==> config.mk <==
export PLATFORM = sky130hd
export DESIGN_NAME = ldeu_exec
export DESIGN_NICKNAME = d
export VERILOG_FILES = /design/src/hw/ldeu_local_monitor.v /design/src/hw/ldeu_exec.v
export VERILOG_INCLUDE_DIRS = /design/src /design/src/hw
export SDC_FILE = /design/constraint.sdc
export NUM_CORES = 1
export LEC_CHECK = 0
export BUFFER_PORTS_ARGS = -buffer_cell sky130_fd_sc_hd__buf_2
export CORE_ASPECT_RATIO = 0.6
export CORE_MARGIN = 5
export CORE_UTILIZATION = 35
export DETAILED_ROUTE_END_ITERATION = 6
export PLACE_DENSITY = 0.52
export SYNTH_ARGS = -nofsm -noshare
export SYNTH_HDL_FRONTEND = slang
export SYNTH_SLANG_ARGS = --single-unit
==> constraint.sdc <==
create_clock -name i_clk_sys -period 14.3 [get_ports i_clk_sys]
set_input_delay 0.715 -clock i_clk_sys [delete_from_list [all_inputs] [get_ports i_clk_sys]]
set_output_delay 0.715 -clock i_clk_sys [all_outputs]
set_load 0.03 [all_outputs]
==> src/hw/ldeu_map.vh <==
// constants for the dual-word and reserved load execution unit
// assumes one 200 MHz clock and a same-clock decode stage and memory port
`ifndef LDEU_MAP_VH
`define LDEU_MAP_VH

`define LDEU_OP_W          3
`define LDEU_OP_DUAL_IMM   3'h0
`define LDEU_OP_DUAL_LIT   3'h1
`define LDEU_OP_WORD_RSV   3'h2
`define LDEU_OP_BYTE_RSV   3'h3
`define LDEU_OP_HALF_RSV   3'h4

`define LDEU_SP_IDX        4'hd
`define LDEU_SIZE_BYTE     3'h1
`define LDEU_SIZE_HALF     3'h2
`define LDEU_SIZE_WORD     3'h4
`define LDEU_WORD_STEP     32'h0000_0004
`define LDEU_IMM_SHIFT     2
`define LDEU_PC_ALIGN_MASK 2'h3

`endif

==> src/hw/ldeu_local_monitor.v <==
// local reserved-access monitor of one processing element
// assumes set and clear come from the execution unit on the same clock
`default_nettype none
`include "ldeu_map.vh"
module ldeu_local_monitor (
    input  wire        i_clk_sys,
    input  wire        i_rst_n,
    input  wire        i_set,
    input  wire [31:0] i_set_addr,
    input  wire [2:0]  i_set_size,
    input  wire        i_clear,
    output reg         o_active,
    output reg  [31:0] o_addr,
    output reg  [2:0]  o_size
);
    always @(posedge i_clk_sys or negedge i_rst_n) begin
        if (!i_rst_n) begin
            o_active <= 1'b0;
            o_addr   <= 32'h0000_0000;
            o_size   <= 3'h0;
        end else if (i_set) begin
            // set beats a same-cycle clear so a fresh reservation is not lost
            o_active <= 1'b1;
            o_addr   <= i_set_addr;
            o_size   <= i_set_size;
        end else if (i_clear) begin
            o_active <= 1'b0;
        end
    end
endmodule // ldeu_local_monitor
`default_nettype wire

==> src/hw/ldeu_exec.v <==
// execution of two-word loads and reserved loads with monitor arming
// assumes decode supplies register values and a same-clock memory read port
`default_nettype none
`include "ldeu_map.vh"
module ldeu_exec (
    input  wire                  i_clk_sys,
    input  wire                  i_arst_n,
    input  wire                  i_req_valid,
    input  wire [`LDEU_OP_W-1:0] i_req_op,
    input  wire                  i_cond_pass,
    input  wire                  i_bit_p,
    input  wire                  i_bit_u,
    input  wire                  i_bit_w,
    input  wire [7:0]            i_offset_field,
    input  wire [3:0]            i_base_register,
    input  wire [3:0]            i_first_destination,
    input  wire [3:0]            i_second_destination,
    input  wire [31:0]           i_base_value,
    input  wire [31:0]           i_pc_value,
    input  wire [31:0]           i_sp_limit,
    input  wire                  i_shareable,
    input  wire                  i_monitor_clear,
    input  wire                  i_mem_ack,
    input  wire [31:0]           i_mem_rdata,
    output reg                   o_busy,
    output reg                   o_done,
    output reg                   o_mem_req,
    output reg  [31:0]           o_mem_addr,
    output reg  [2:0]            o_mem_size,
    output reg                   o_rf_we,
    output reg  [3:0]            o_rf_idx,
    output reg  [31:0]           o_rf_wdata,
    output reg                   o_wb_we,
    output reg  [3:0]            o_wb_idx,
    output reg  [31:0]           o_wb_wdata,
    output reg                   o_splim_fault,
    output reg                   o_usage_fault_event,
    output reg                   o_gmon_set,
    output reg  [31:0]           o_gmon_addr,
    output reg  [2:0]            o_gmon_size,
    output wire                  o_lmon_active,
    output wire [31:0]           o_lmon_addr,
    output wire [2:0]            o_lmon_size
);
    localparam [2:0] ST_IDLE = 3'b001;
    localparam [2:0] ST_RD1  = 3'b010;
    localparam [2:0] ST_RD2  = 3'b100;

    function [31:0] addsub;
        input [31:0] base;
        input [31:0] imm;
        input        add;
        begin
            addsub = add ? (base + imm) : (base - imm);
        end
    endfunction

    reg         rst_meta_ff;
    reg         rst_ff;
    reg  [2:0]  state_ff;
    reg         dual_ff;
    reg         wb_pend_ff;
    reg  [31:0] offs_addr_ff;
    reg  [3:0]  second_ff;
    reg  [3:0]  first_ff;
    reg  [1:0]  ext_ff;
    reg         lmon_set;

    // imm is offset field with two zero bits appended
    wire [31:0] imm32     = {22'h0, i_offset_field, 2'b00};
    wire [31:0] offs_addr = addsub(i_base_value, imm32, i_bit_u);
    wire [31:0] dual_addr = i_bit_p ? offs_addr : i_base_value;
    wire [31:0] lit_addr  = addsub(i_pc_value, imm32, i_bit_u);
    wire        apply_lim = (i_base_register == `LDEU_SP_IDX) && i_bit_w;
    wire        lim_bad   = apply_lim && (offs_addr < i_sp_limit);
    wire        same_dst  = (i_first_destination == i_second_destination);
    wire        wb_clash  = i_bit_w && ((i_base_register == i_first_destination) ||
                                        (i_base_register == i_second_destination));
    wire        pc_bad    = (i_pc_value[1:0] & `LDEU_PC_ALIGN_MASK) != 2'h0;
    wire        accept    = (state_ff == ST_IDLE) && i_req_valid;

    always @(posedge i_clk_sys or negedge i_arst_n) begin
        if (!i_arst_n) begin
            rst_meta_ff <= 1'b0;
            rst_ff      <= 1'b0;
        end else begin
            rst_meta_ff <= 1'b1;
            rst_ff      <= rst_meta_ff;
        end
    end

    always @* begin
        lmon_set = accept && i_cond_pass && (i_req_op == `LDEU_OP_WORD_RSV ||
                   i_req_op == `LDEU_OP_BYTE_RSV || i_req_op == `LDEU_OP_HALF_RSV);
    end

    always @(posedge i_clk_sys or negedge rst_ff) begin
        if (!rst_ff) begin
            state_ff            <= ST_IDLE;
            dual_ff             <= 1'b0;
            wb_pend_ff          <= 1'b0;
            offs_addr_ff        <= 32'h0000_0000;
            second_ff           <= 4'h0;
            first_ff            <= 4'h0;
            ext_ff              <= 2'h0;
            o_busy              <= 1'b0;
            o_done              <= 1'b0;
            o_mem_req           <= 1'b0;
            o_mem_addr          <= 32'h0000_0000;
            o_mem_size          <= 3'h0;
            o_rf_we             <= 1'b0;
            o_rf_idx            <= 4'h0;
            o_rf_wdata          <= 32'h0000_0000;
            o_wb_we             <= 1'b0;
            o_wb_idx            <= 4'h0;
            o_wb_wdata          <= 32'h0000_0000;
            o_splim_fault       <= 1'b0;
            o_usage_fault_event <= 1'b0;
            o_gmon_set          <= 1'b0;
            o_gmon_addr         <= 32'h0000_0000;
            o_gmon_size         <= 3'h0;
        end else begin
            o_done              <= 1'b0;
            o_rf_we             <= 1'b0;
            o_wb_we             <= 1'b0;
            o_splim_fault       <= 1'b0;
            o_usage_fault_event <= 1'b0;
            o_gmon_set          <= 1'b0;
            case (state_ff)
                ST_IDLE: begin
                    if (i_req_valid) begin
                        first_ff  <= i_first_destination;
                        second_ff <= i_second_destination;
                        o_wb_idx  <= i_base_register;
                        if (!i_cond_pass) begin
                            o_done <= 1'b1;
                        end else begin
                            case (i_req_op)
                                `LDEU_OP_DUAL_IMM: begin
                                    if (same_dst || wb_clash) begin
                                        o_done <= 1'b1;
                                    end else if (lim_bad) begin
                                        // no reads; the base update itself faults
                                        o_splim_fault <= 1'b1;
                                        o_done        <= 1'b1;
                                    end else begin
                                        dual_ff      <= 1'b1;
                                        ext_ff       <= 2'h0;
                                        wb_pend_ff   <= i_bit_w;
                                        offs_addr_ff <= offs_addr;
                                        o_mem_req    <= 1'b1;
                                        o_mem_addr   <= dual_addr;
                                        o_mem_size   <= `LDEU_SIZE_WORD;
                                        o_busy       <= 1'b1;
                                        state_ff     <= ST_RD1;
                                    end
                                end
                                `LDEU_OP_DUAL_LIT: begin
                                    if (pc_bad) begin
                                        o_usage_fault_event <= 1'b1;
                                        o_done              <= 1'b1;
                                    end else if (same_dst) begin
                                        o_done <= 1'b1;
                                    end else begin
                                        dual_ff    <= 1'b1;
                                        ext_ff     <= 2'h0;
                                        wb_pend_ff <= 1'b0;
                                        o_mem_req  <= 1'b1;
                                        o_mem_addr <= lit_addr;
                                        o_mem_size <= `LDEU_SIZE_WORD;
                                        o_busy     <= 1'b1;
                                        state_ff   <= ST_RD1;
                                    end
                                end
                                `LDEU_OP_WORD_RSV, `LDEU_OP_BYTE_RSV, `LDEU_OP_HALF_RSV: begin
                                    // the local monitor, and the global one when shareable, are armed on the same edge that issues the read
                                    dual_ff     <= 1'b0;
                                    wb_pend_ff  <= 1'b0;
                                    o_mem_req   <= 1'b1;
                                    o_busy      <= 1'b1;
                                    o_gmon_set  <= i_shareable;
                                    state_ff    <= ST_RD1;
                                    if (i_req_op == `LDEU_OP_WORD_RSV) begin
                                        ext_ff      <= 2'h0;
                                        o_mem_addr  <= i_base_value + imm32;
                                        o_gmon_addr <= i_base_value + imm32;
                                        o_mem_size  <= `LDEU_SIZE_WORD;
                                        o_gmon_size <= `LDEU_SIZE_WORD;
                                    end else if (i_req_op == `LDEU_OP_BYTE_RSV) begin
                                        ext_ff      <= 2'h1;
                                        o_mem_addr  <= i_base_value;
                                        o_gmon_addr <= i_base_value;
                                        o_mem_size  <= `LDEU_SIZE_BYTE;
                                        o_gmon_size <= `LDEU_SIZE_BYTE;
                                    end else begin
                                        ext_ff      <= 2'h2;
                                        o_mem_addr  <= i_base_value;
                                        o_gmon_addr <= i_base_value;
                                        o_mem_size  <= `LDEU_SIZE_HALF;
                                        o_gmon_size <= `LDEU_SIZE_HALF;
                                    end
                                end
                                default: begin
                                    o_done <= 1'b1;
                                end
                            endcase
                        end
                    end
                end
                ST_RD1: begin
                    if (i_mem_ack) begin
                        o_rf_we  <= 1'b1;
                        o_rf_idx <= first_ff;
                        case (ext_ff)
                            2'h1:    o_rf_wdata <= {24'h0, i_mem_rdata[7:0]};
                            2'h2:    o_rf_wdata <= {16'h0, i_mem_rdata[15:0]};
                            default: o_rf_wdata <= i_mem_rdata;
                        endcase
                        if (dual_ff) begin
                            o_mem_addr <= o_mem_addr + `LDEU_WORD_STEP;
                            state_ff   <= ST_RD2;
                        end else begin
                            o_mem_req <= 1'b0;
                            o_busy    <= 1'b0;
                            o_done    <= 1'b1;
                            state_ff  <= ST_IDLE;
                        end
                    end
                end
                ST_RD2: begin
                    if (i_mem_ack) begin
                        o_rf_we    <= 1'b1;
                        o_rf_idx   <= second_ff;
                        o_rf_wdata <= i_mem_rdata;
                        o_wb_we    <= wb_pend_ff;
                        o_wb_wdata <= offs_addr_ff;
                        o_mem_req  <= 1'b0;
                        o_busy     <= 1'b0;
                        o_done     <= 1'b1;
                        state_ff   <= ST_IDLE;
                    end
                end
                default: begin
                    o_mem_req <= 1'b0;
                    o_busy    <= 1'b0;
                    state_ff  <= ST_IDLE;
                end
            endcase
        end
    end

    // monitor state flops are the outputs themselves
    ldeu_local_monitor u_lmon (
        .i_clk_sys  (i_clk_sys),
        .i_rst_n    (rst_ff),
        .i_set      (lmon_set),
        .i_set_addr ((i_req_op == `LDEU_OP_WORD_RSV) ? (i_base_value + imm32) : i_base_value),
        .i_set_size ((i_req_op == `LDEU_OP_WORD_RSV) ? `LDEU_SIZE_WORD :
                     (i_req_op == `LDEU_OP_BYTE_RSV) ? `LDEU_SIZE_BYTE : `LDEU_SIZE_HALF),
        .i_clear    (i_monitor_clear),
        .o_active   (o_lmon_active),
        .o_addr     (o_lmon_addr),
        .o_size     (o_lmon_size)
    );
endmodule // ldeu_exec
`default_nettype wire

* Word level (Yosys, flattened, before mapping)
Cells that the tools add are included.
Cells by class: multiplexer cells 93, equality and inequality tests 28, $add $sub $neg 5, reduce and logical (&&, ||, !) cells 27, magnitude comparators 1, bitwise operators 2
Operators with widths (count):
- 32-bit 2-to-1 mux | 14
- 32-bit case mux with 2 select lines | 3
- 32-bit case mux with 3 select lines | 1
- 32-bit by 10-bit adder with 32-bit output | 2
- 32-bit by 10-bit subtractor with 32-bit output | 2
- 3-bit 2-to-1 mux | 14
- 1-bit 2-to-1 mux | 41
- 32-bit by 3-bit adder with 32-bit output, second input constant | 1
- 32-bit less-than comparator | 1
- 3-bit case mux with 3 select lines | 3
- 2-bit != test, second input constant | 10
- 10-bit AND reduction | 2
- 1-bit case mux with 3 select lines | 6
- 2-bit 2-to-1 mux | 7
- 4-bit equality test | 3
- 3-bit != test, second input constant | 4
- 3-bit by 2-bit equality test with 1-bit output, second input constant | 3
- 9-bit AND reduction | 1
- 4-bit 2-to-1 mux | 2
- 4-bit case mux with 2 select lines | 1
- 8-bit AND reduction | 1
- 2-bit nonzero test | 4
- 3-bit by 1-bit equality test with 1-bit output, second input constant | 2
- 3-bit equality test, second input constant | 2
- 16 further kinds | 26
Storage, ports and cells: input bits 161, output and inout port bits 186, register bits 234, word-level logic and storage cells 183

* Depth between registers and ports, before layout
Gate-level depths: netlist of the first run.
word-level depth 10, mapped depth 23, gate-level depth less buffers 22

* By module
From an unflattened synthesis of the first run, not the netlist that was laid out.
Second synthesis, totals: cell total of the unflattened synthesis 1778, area total of the unflattened synthesis 15904.0 µm²
By module, submodules not included:
- ldeu_exec | times used 1, sequential area each 4906.0 µm², cells each 1701, area each 14417.6 µm²
- ldeu_local_monitor | times used 1, sequential area each 900.9 µm², cells each 77, area each 1486.4 µm²

* Worst setup path before layout of the first run
Ideal clock, no wire load.
kind input to register, from in i_base_value[2], to reg offs_addr_ff[29], path slack 9292 ps, cell stages on the path 22, setup time 125 ps, buffers on the path 1, required time 14175 ps, arrival time 4884 ps, cell sequence inv_1 > ha_1 > inv_1 > fa_1 > a21o_1 > a221o_2 > a31oi_4 > nand2_4 > or3_4 > nor2_1 > a21oi_1 > xnor2_1 > ha_1 > nand4_1 > nor3_1 > a211oi_1 > o211ai_1 > a31o_2 > and3_1 > nand2_2 > clkbuf_1 > mux2_2
On the way: cells in the longest elaborated chain, start to end 6, elaborated cells on any way between the ends 7, classes of those cells 2 x add/sub; 1 x order compare; 1 x mux; 1 x bitwise; 2 x reduce/logical
Ends and longest elaborated chain:
- start, declared | RTL line ldeu_exec.v:18 | input wire [31:0] i_base_value,
- 32-bit by 10-bit subtractor with 32-bit output / 32-bit by 10-bit adder with 32-bit output (equally long branches) | RTL line ldeu_exec.v:54 | addsub = add ? (base + imm) : (base - imm);
- 32-bit 2-to-1 mux * | RTL line ldeu_exec.v:54
- net offs_addr[26] | RTL line ldeu_exec.v:71 | wire [31:0] offs_addr = addsub(i_base_value, imm32, i_bit_u);
- 32-bit less-than comparator * | RTL line ldeu_exec.v:75 | wire lim_bad = apply_lim && (offs_addr < i_sp_limit);
- 1-bit logical AND * | RTL line ldeu_exec.v:75
- 1-bit NOT (no line) *
- 6-bit AND reduction (no line) *
- end signal, assigned | RTL line ldeu_exec.v:150 | offs_addr_ff <= offs_addr;
- end, declared | RTL line ldeu_exec.v:63 | reg [31:0] offs_addr_ff;
The timed path passes the listed nets; every way through them passes the cells marked *. A chain may end at the register's enable or synchronous reset.

* Worst setup path after layout of the first run
from in i_offset_field[5], to reg offs_addr_ff[14]
On the way: cells in the longest elaborated chain, start to end 6, elaborated cells on any way between the ends 7, classes of those cells 2 x add/sub; 1 x order compare; 1 x mux; 1 x bitwise; 2 x reduce/logical
Ends and longest elaborated chain:
- start, declared | RTL line ldeu_exec.v:14 | input wire [7:0] i_offset_field,
- 32-bit by 10-bit subtractor with 32-bit output / 32-bit by 10-bit adder with 32-bit output (equally long branches) | RTL line ldeu_exec.v:54
- 32-bit 2-to-1 mux * | RTL line ldeu_exec.v:54
- net offs_addr[26] | RTL line ldeu_exec.v:71
- 32-bit less-than comparator * | RTL line ldeu_exec.v:75
- 1-bit logical AND * | RTL line ldeu_exec.v:75
- 1-bit NOT (no line) *
- 6-bit AND reduction (no line) *
Marks and branches as above.

==> results of run 1 <==
## metal layers
metal	GRT usage	wire length, um	vias to the layer above
met1	0.3597	29420	7437
met4	0.05467	1410	8
li1	-	-	7009
met2	0.3694	27080	539
met5	0	56	-
met3	0.05887	4832	84
## power by group
| group | internal (mW) | leakage, nW | switching, mW | total, mW |
|---|---|---|---|---|
| logic | 0.309 | 5.65 | 0.649 | 0.958 |
| registers | 0.822 | 2.91 | 0.125 | 0.947 |
| clock network | 0.377 | 0.400 | 0.286 | 0.663 |
| total | 1.51 | 8.96 | 1.06 | 2.57 |
## layout make-up
| cell class | count | area [sq um] | area share |
|---|---|---|---|
| multi-input combinational | 1372 | 9131 | 0.4884 |
| sequential | 232 | 5811 | 0.3108 |
| timing repair buffer | 369 | 1907 | 0.1020 |
| tap | 589 | 737.0 | 0.03942 |
| clock buffer | 31 | 688.2 | 0.03681 |
| inverter | 75 | 281.5 | 0.01506 |
| clock inverter | 13 | 126.4 | 0.006759 |
| antenna | 6 | 15.01 | 0.0008031 |
## worst paths after layout
kind,endpoint,cells after the start,from,slack (ps)
max in group asynchronous,o_wb_wdata[26]$_DFFE_PN0P_,2,rst_ff$_DFF_PN0_,11980
min reg2reg,o_wb_idx[0]$_DFFE_PN0P_,0,rst_ff$_DFF_PN0_,270
max,offs_addr_ff[14]$_DFFE_PN0P_,19,i_offset_field[5],7610
min in group i_clk_sys,u_lmon.o_active$_DFFE_PN0P_,2,i_monitor_clear,350
max reg2reg,o_mem_addr[13]$_DFFE_PN0P_,11,state_ff[0]$_DFFE_PN1P_,10590
min,o_wb_idx[0]$_DFFE_PN0P_,0,rst_ff$_DFF_PN0_,270
## registers in the layout, indices dropped and copies added, names as in the netlist, 32 cells and up
name	flops
o_rf_wdata	32
offs_addr_ff	32
o_gmon_addr	32
o_mem_addr	32
o_wb_wdata	32
u_lmon.o_addr	32
## cell usage in the layout (no fill, tap or decap), drive strengths merged, types with 9 or more instances in the layout
cell type / count
and2: 20
nor4: 15
inv: 75
xnor2: 63
nand4: 24
o211ai: 14
buf: 368
a21boi: 9
nor2b: 14
o21a: 22
mux2: 75
nor2: 99
ha: 80
a22oi: 10
nand3: 46
dfrtp: 231
a22o: 12
clkbuf: 31
a211oi: 20
and3: 27
nor3: 41
and4: 11
a21o: 52
nand2: 245
a21oi: 131
o21ai: 121
a31oi: 23
mux2i: 19
o31ai: 14
xor2: 26
nand2b: 16
## timing repair
| action | 4_1_cts | 5_1_grt |
|---|---|---|
| buffers inserted | 0 | 0 |
| hold buffers | 1 | 0 |
| endpoints found under the hold margin | 2 | 0 |
## logic make-up after synthesis
| logic type | count (synthesis) | share of synthesized area |
|---|---|---|
| mux | 95 | 0.06751 |
| flops | 232 | 0.3708 |
| xor+xnor | 89 | 0.04977 |
| other cells | 1 | 0.0002394 |
| fa+ha+maj | 83 | 0.06775 |
| buf+inv | 185 | 0.04754 |
| compound gates | 507 | 0.2128 |
| simple gates | 597 | 0.1836 |
## per-stage QoR
step / hold slack [ps] / utilization / setup slack [ps]
6_report: 271.4 / 0.4200 / 7609
3_5_place_dp: 294.0 / 0.4011 / 7163
4_1_cts: 302.5 / 0.4196 / 7701
3_3_place_gp: 282.2 / 0.4011 / 7368
2_1_floorplan: 331.2 / - / 7358
5_1_grt: 331.1 / 0.4199 / 7303
==> parameters.txt, run 1 <==
Parameter                              Value

Run status
  Outcome    finished clean

Yosys
  Cell with the most instances after synthesis    sky130_fd_sc_hd__nand2_1
  Register bit total from synthesis    232
  Sequential cell area fraction in the yosys report    0.3708
  Dominant register cell in the synthesized netlist    sky130_fd_sc_hd__dfrtp_1
  Average cell area after synthesis    8.754 sq um
  Number of distinct library cell variants in the gate-level netlist after synthesis    97
  Cell count after synthesis    1789
  Most area-consuming cells after synthesis    sky130_fd_sc_hd__dfrtp_1 (37%), sky130_fd_sc_hd__ha_1 (6.4%), sky130_fd_sc_hd__nand2_1 (5.8%)
  Post-synth net total    2033
  Number of enable flip-flop cells after synthesis    0
  Top cells by instance count after synthesis    sky130_fd_sc_hd__nand2_1 (243), sky130_fd_sc_hd__dfrtp_1 (231), sky130_fd_sc_hd__a21oi_1 (130), sky130_fd_sc_hd__o21ai_0 (116), sky130_fd_sc_hd__nor2_1 (98)
  Fraction of synthesis flops using an asynchronous set or reset pin    1.000
  Fraction of post-synthesis cell area in the top cell type by area    0.3691
  Synth Cell Area    15660 sq um
  Ys Warns    0
  Library cell with the largest summed area after synthesis    sky130_fd_sc_hd__dfrtp_1

Layout
  Finished Layout Cells    2687
  Final #Nets    2319
  Fraction of layout cells with a size suffix above 1    0.2500
  Number of fill cells    4499
  Layout overhead on the synthesized area    19.38%
  Layout Cell Area excl Fill    18700 sq um

Worst setup path
  Slowest Stage Delay on Critical Path    760 ps
  Startpoint type of the worst setup path    input pin
  Largest delay contributor family on the critical path    simple AND/OR/NAND/NOR gates
  Worst Path Max Fanout    36
  Series of cell instances along the critical path    buf_2 > inv_1 > ha_1 > nand2b_1 > o31ai_1 > a211o_2 > a2111oi_4 > and4_2 > a21oi_1 > xnor2_1 > ha_1 > nand4_1 > nor4_1 > inv_1 > o211ai_1 > a31o_2 > and3_1 > nand2_2 > mux2_2
  Max stage delay cell, worst path    sky130_fd_sc_hd__a2111oi_4
  Classification of the worst setup path    in -> reg
  Worst path bufs/invs    3
  Worst Path Required    14720 ps
  Critical path capture point type    register
  Arrival time at the worst endpoint    7110 ps

Floorplanning
  Die ar.    49220 sq um
  Count of standard-cell rows    60
  DIE WIDTH    283.1 um
  Number of ports placed on the die boundary    347
  Starting Density    0.3518
  Floorplan core area    44520 sq um
  Die outline height    173.9 um

Clock network
  Number of sinks handled by clock tree synthesis    232
  CTS tree    built
  Cell at the root of the clock tree    sky130_fd_sc_hd__clkbuf_16
  CTS clk-pin slew, worst paths    70 ps
  H-tree level count    1
  Count of cells resized by post-cts repair    0
  Clk_lat worst skew    550 ps
  Maximum clock insertion buffer count    3
  Cts bufs inserted    25

Global route
  Global-route usage over all layers    0.2458
  Pin count of the biggest net entering global routing    78
  Vias in the first global route    14.54k
  Global-route wire length before repair    93850 um
  Antenna violations before repair    10
  Grt total ovfl    0

STA
  Max-Slew Margin vs Limit    0.1852
  Maximum clock frequency    0.1494 GHz
  Final critical delay including setup and external delays    6691 ps
  Worst-margin pin slew    1212 ps
  Count of pins over their slew limit    0
  Clock tree skew after final layout    16.46 ps
  Number of endpoints failing setup at the final stage    0
  RSZ-0062 raised after global routing    false
  Setup TNS after final layout    0 ps
  Post-route fraction of the period consumed by the critical path    0.4679
  Endpoints failing hold    0

Detailed routing
  Wire length per cell after detailed routing    23.37 um
  # DRC    0
  First-pass DRT Iterations    5
  Overall via count from detail_route    15.08k
  Vias per std cell    5.611
  Final wirelength    62800 um
  Starting DRC count in detailed routing    1370
  Remaining antenna violation count after routing    0

Placement
  Cell Area, Placed    17860 sq um
  Number of buffer cells added on primary ports    346
  Placed cell count    2636
  Post-DP HPWL    49760 um
  GP Congestion    0.9664

Power
  Power, Total    2.569 mW
  Power per standard cell area    137.4 nW/um^2
  Worst vdd ir    68.38 uV
  Leakage power    8.964 nW

Flow run
  Number of violations of the max-capacitance limit    0

Hold path
  Hold WC Path Type    reg -> async
(Power assumes the default switching activity.)
==> run 2, diff against run 1 <==
Settings changed: ABC_AREA set to 1, PLACE_DENSITY 0.52 to 0.51.
Clock period 14.3 ns to 6.6 ns, I/O delays scaled along.
==> parameters.txt, run 2 <==
Parameter                              Value

Detailed routing
  Wire length per cell after detailed routing    20.82 um (-11%)
  Starting DRC count in detailed routing    2353 (+72%)
  # DRC    1 (+1)
  Remaining antenna violation count after routing    0 (unchanged)
  First-pass DRT Iterations    7 (+2)
  Vias per std cell    5.133 (-8.5%)
  Final wirelength    79200 um (+26%)
  Overall via count from detail_route    19.52k (+29%)

Clock network
  CTS clk-pin slew, worst paths    60 ps (about the same)
  Cell at the root of the clock tree    sky130_fd_sc_hd__clkbuf_16
  Number of buffers added for setup after CTS    0 (unchanged)
  Clk_lat worst skew    580 ps (+30 ps)
  H-tree level count    1 (unchanged)
  Cts bufs inserted    26 (+4.0%)
  CTS tree    built
  Number of sinks handled by clock tree synthesis    232 (unchanged)
  Maximum clock insertion buffer count    3 (unchanged)

Yosys
  Xor and xnor fraction of the mapped netlist area    0.01545 (-0.03433)
  Synth Cell Area    17580 sq um (+12%)
  Fraction of synthesized area in multiplexers    0 (-0.06751)
  Share of synthesized cell area in and, or, nand and nor gates    0.4053 (+0.2217)
  Average cell area after synthesis    6.273 sq um (-28%)
  Adder and majority cell fraction of the synthesized area    0.06036 (-0.007383)
  Number of distinct library cell variants in the gate-level netlist after synthesis    52 (-46%)
  Fraction of synthesis flops using an asynchronous set or reset pin    1.000 (unchanged)
  Sequential cell area fraction in the yosys report    0.3304 (-0.04041)
  Most area-consuming cells after synthesis    sky130_fd_sc_hd__dfrtp_1 (33%), sky130_fd_sc_hd__nand2_1 (25%), sky130_fd_sc_hd__inv_1 (7.8%)
  Top cells by instance count after synthesis    sky130_fd_sc_hd__nand2_1 (1149), sky130_fd_sc_hd__inv_1 (366), sky130_fd_sc_hd__nand3_1 (246), sky130_fd_sc_hd__dfrtp_1 (231), sky130_fd_sc_hd__nor2_1 (193)
  Ys Warns    0 (unchanged)
  Fraction of post-synthesis cell area in the top cell type by area    0.3289 (-0.04023)
  Fraction of the mapped netlist area in compound gates    0.07766 (-0.1352)
  Post-synth net total    3046 (+50%)
  Dominant register cell in the synthesized netlist    sky130_fd_sc_hd__dfrtp_1
  Cell with the most instances after synthesis    sky130_fd_sc_hd__nand2_1
  Number of enable flip-flop cells after synthesis    0 (unchanged)
  Register bit total from synthesis    232 (unchanged)
  Library cell with the largest summed area after synthesis    sky130_fd_sc_hd__dfrtp_1
  Dominant combinational cell family by area after synthesis    simple AND/OR/NAND/NOR gates
  Cell count after synthesis    2802 (+57%)

STA
  Max-Slew Margin vs Limit    0.2524 (+0.06716)
  Maximum clock frequency    0.2282 GHz
  Worst-margin pin slew    1110 ps (-102.1 ps)
  Setup TNS after final layout    0 ps (unchanged)
  Final critical delay including setup and external delays    4382 ps
  RSZ-0062 raised after global routing    false
  Hold slack final    27.29 ps (-244.1 ps)
  Endpoints failing hold    0 (unchanged)
  Number of endpoints failing setup at the final stage    0 (unchanged)
  Post-route fraction of the period consumed by the critical path    0.6640
  Clock tree skew after final layout    37.40 ps (+20.93 ps)
  Setup WS post-layout    2218 ps (-5391 ps)
  Count of pins over their slew limit    0 (unchanged)

Hold path
  Hold WC Path Type    in -> reg

Run status
  Failing checks    DRC
  Outcome    complete, but fails checks

Floorplanning
  Count of standard-cell rows    63 (+5.0%)
  Floorplan core area    49500 sq um (+11%)
  Die outline height    183.6 um (+5.6%)
  DIE WIDTH    299.3 um (+5.7%)
  Starting Density    0.3551 (+0.003272)
  Die ar.    54950 sq um (+12%)
  Number of ports placed on the die boundary    347 (unchanged)

Power
  Leakage power    12.24 nW (+36%)
  Power per standard cell area    276.6 nW/um^2 (+100%)
  Worst vdd ir    187.3 uV (+170%)

Global route
  Grt total ovfl    0 (unchanged)
  Vias in the first global route    18.10k (+24%)
  Global-route wire length before repair    117100 um (+25%)
  Antenna violations before repair    2 (-8)
  Global-route usage over all layers    0.2776 (+0.03181)
  Pin count of the biggest net entering global routing    76 (-2.6%)

Worst setup path
  Max stage delay cell, worst path    sky130_fd_sc_hd__o21ai_0
  Startpoint type of the worst setup path    input pin
  Worst Path Required    7070 ps (-7650 ps)
  Critical path capture point type    register
  Arrival time at the worst endpoint    4850 ps (-2260 ps)
  Slowest Stage Delay on Critical Path    620 ps (-140 ps)
  Most common cell type on the critical path    sky130_fd_sc_hd__nand2_1
  Worst Path Max Fanout    24 (-33%)
  Classification of the worst setup path    in -> reg

Layout
  Most frequent standard cell in the layout excluding fill and tap cells    sky130_fd_sc_hd__nand2_1
  Final #Nets    3377 (+46%)
  Fraction of layout cells with a size suffix above 1    0.1548 (-0.09518)
  Most frequent cells in the layout    sky130_fd_sc_hd__nand2_1 (1149), sky130_fd_sc_hd__inv_1 (366), sky130_fd_sc_hd__buf_2 (346), sky130_fd_sc_hd__nand3_1 (246), sky130_fd_sc_hd__dfrtp_1 (230)
  Finished Layout Cells    3803 (+42%)
  Layout overhead on the synthesized area    19.73%

Placement
  Post-DP HPWL    64020 um (+29%)
  Number of buffer cells added on primary ports    346 (unchanged)
  Worst slack after detailed placement    1860 ps (-5303 ps)
  GP Congestion    0.9833 (+1.7%)
  Placed cell count    3722 (+41%)

Flow run
  Number of violations of the max-capacitance limit    0 (unchanged)
[run 2: area by class of cell]
class | instances | area [sq um]
Inverter | 402 | 1511
Tap cell | 650 | 813.3
Antenna cell | 1 | 2.502
Timing Repair Buffer | 392 | 2160
Clock inverter | 11 | 175.2
Fill cell | 5408 | 28460
Multi-Input combinational cell | 2079 | 9834
Clock buffer | 36 | 738.2
Sequential cell | 232 | 5811
[run 2: kinds of logic (layout without fill, tap and decap cells)]
group / count (synthesis) / after routing
other: 1 / 2
AND/OR/NAND/NOR: 1708 / 1708
XOR/XNOR: 31 / 31
AO/OA/AOI/OAI: 256 / 256
adder cells (fa/ha/maj): 83 / 83
buffers and inverters: 491 / 841
flip-flops: 232 / 232
[run 2: path summary, 6_finish.rpt]
check	startpoint	to	slack [ps]	cells after the start
worst min-delay path	i_mem_rdata[12]	o_rf_wdata[12]$_DFFE_PN0P_	30	3
max in group asynchronous	rst_ff$_DFF_PN0_	o_wb_wdata[2]$_DFFE_PN0P_	4660	1
min in group asynchronous	i_arst_n	rst_ff$_DFF_PN0_	110	2
worst max-delay path	i_offset_field[6]	offs_addr_ff[9]$_DFFE_PN0P_	2220	25
worst max register to register	state_ff[0]$_DFFE_PN1P_	offs_addr_ff[11]$_DFFE_PN0P_	3300	10
worst min register to register	rst_meta_ff$_DFF_PN0_	rst_ff$_DFF_PN0_	350	0
[run 2: routing by layer]
metal | vias up | GRT usage | wire, um
met5 | - | 0 | 13
met4 | 2 | 0.03451 | 957
met3 | 61 | 0.05346 | 7587
met2 | 856 | 0.3783 | 30470
met1 | 9207 | 0.4561 | 40160
li1 | 9396 | - | -
[run 2: power by group]
part	switching (mW)	internal, mW	total [mW]
registers	0.272	1.75	2.02
clock network	0.648	0.910	1.56
logic	1.62	0.621	2.24
total	2.54	3.28	5.82
[run 2: stage by stage]
step | cell area (sq um) | power, mW | utilization
6_report | 21050 | 5.821 | 0.4251
5_1_grt | 21050 | 6.160 | 0.4251
4_1_cts | 21040 | 5.840 | 0.4251
3_5_place_dp | 19800 | 4.238 | 0.4000
3_3_place_gp | 19800 | 4.221 | 0.4000
2_1_floorplan | 17580 | 3.414 | -
[run 2: repair_timing]
item                                    CTS  global route
resized for setup                         0             0
endpoints found under the hold margin    34             0
endpoints found under the setup margin    0             0
hold buffers                             33             0
[run 2: worst max-delay path, delay by kind of cell]
family / cells / cell delay, ps
and+or+nand+nor: 11 / 1570
buffers and inverters: 7 / 960
AOI/OAI and AO/OA: 4 / 940
adders and majority gates: 2 / 810
xor gates and xnor gates: 1 / 190
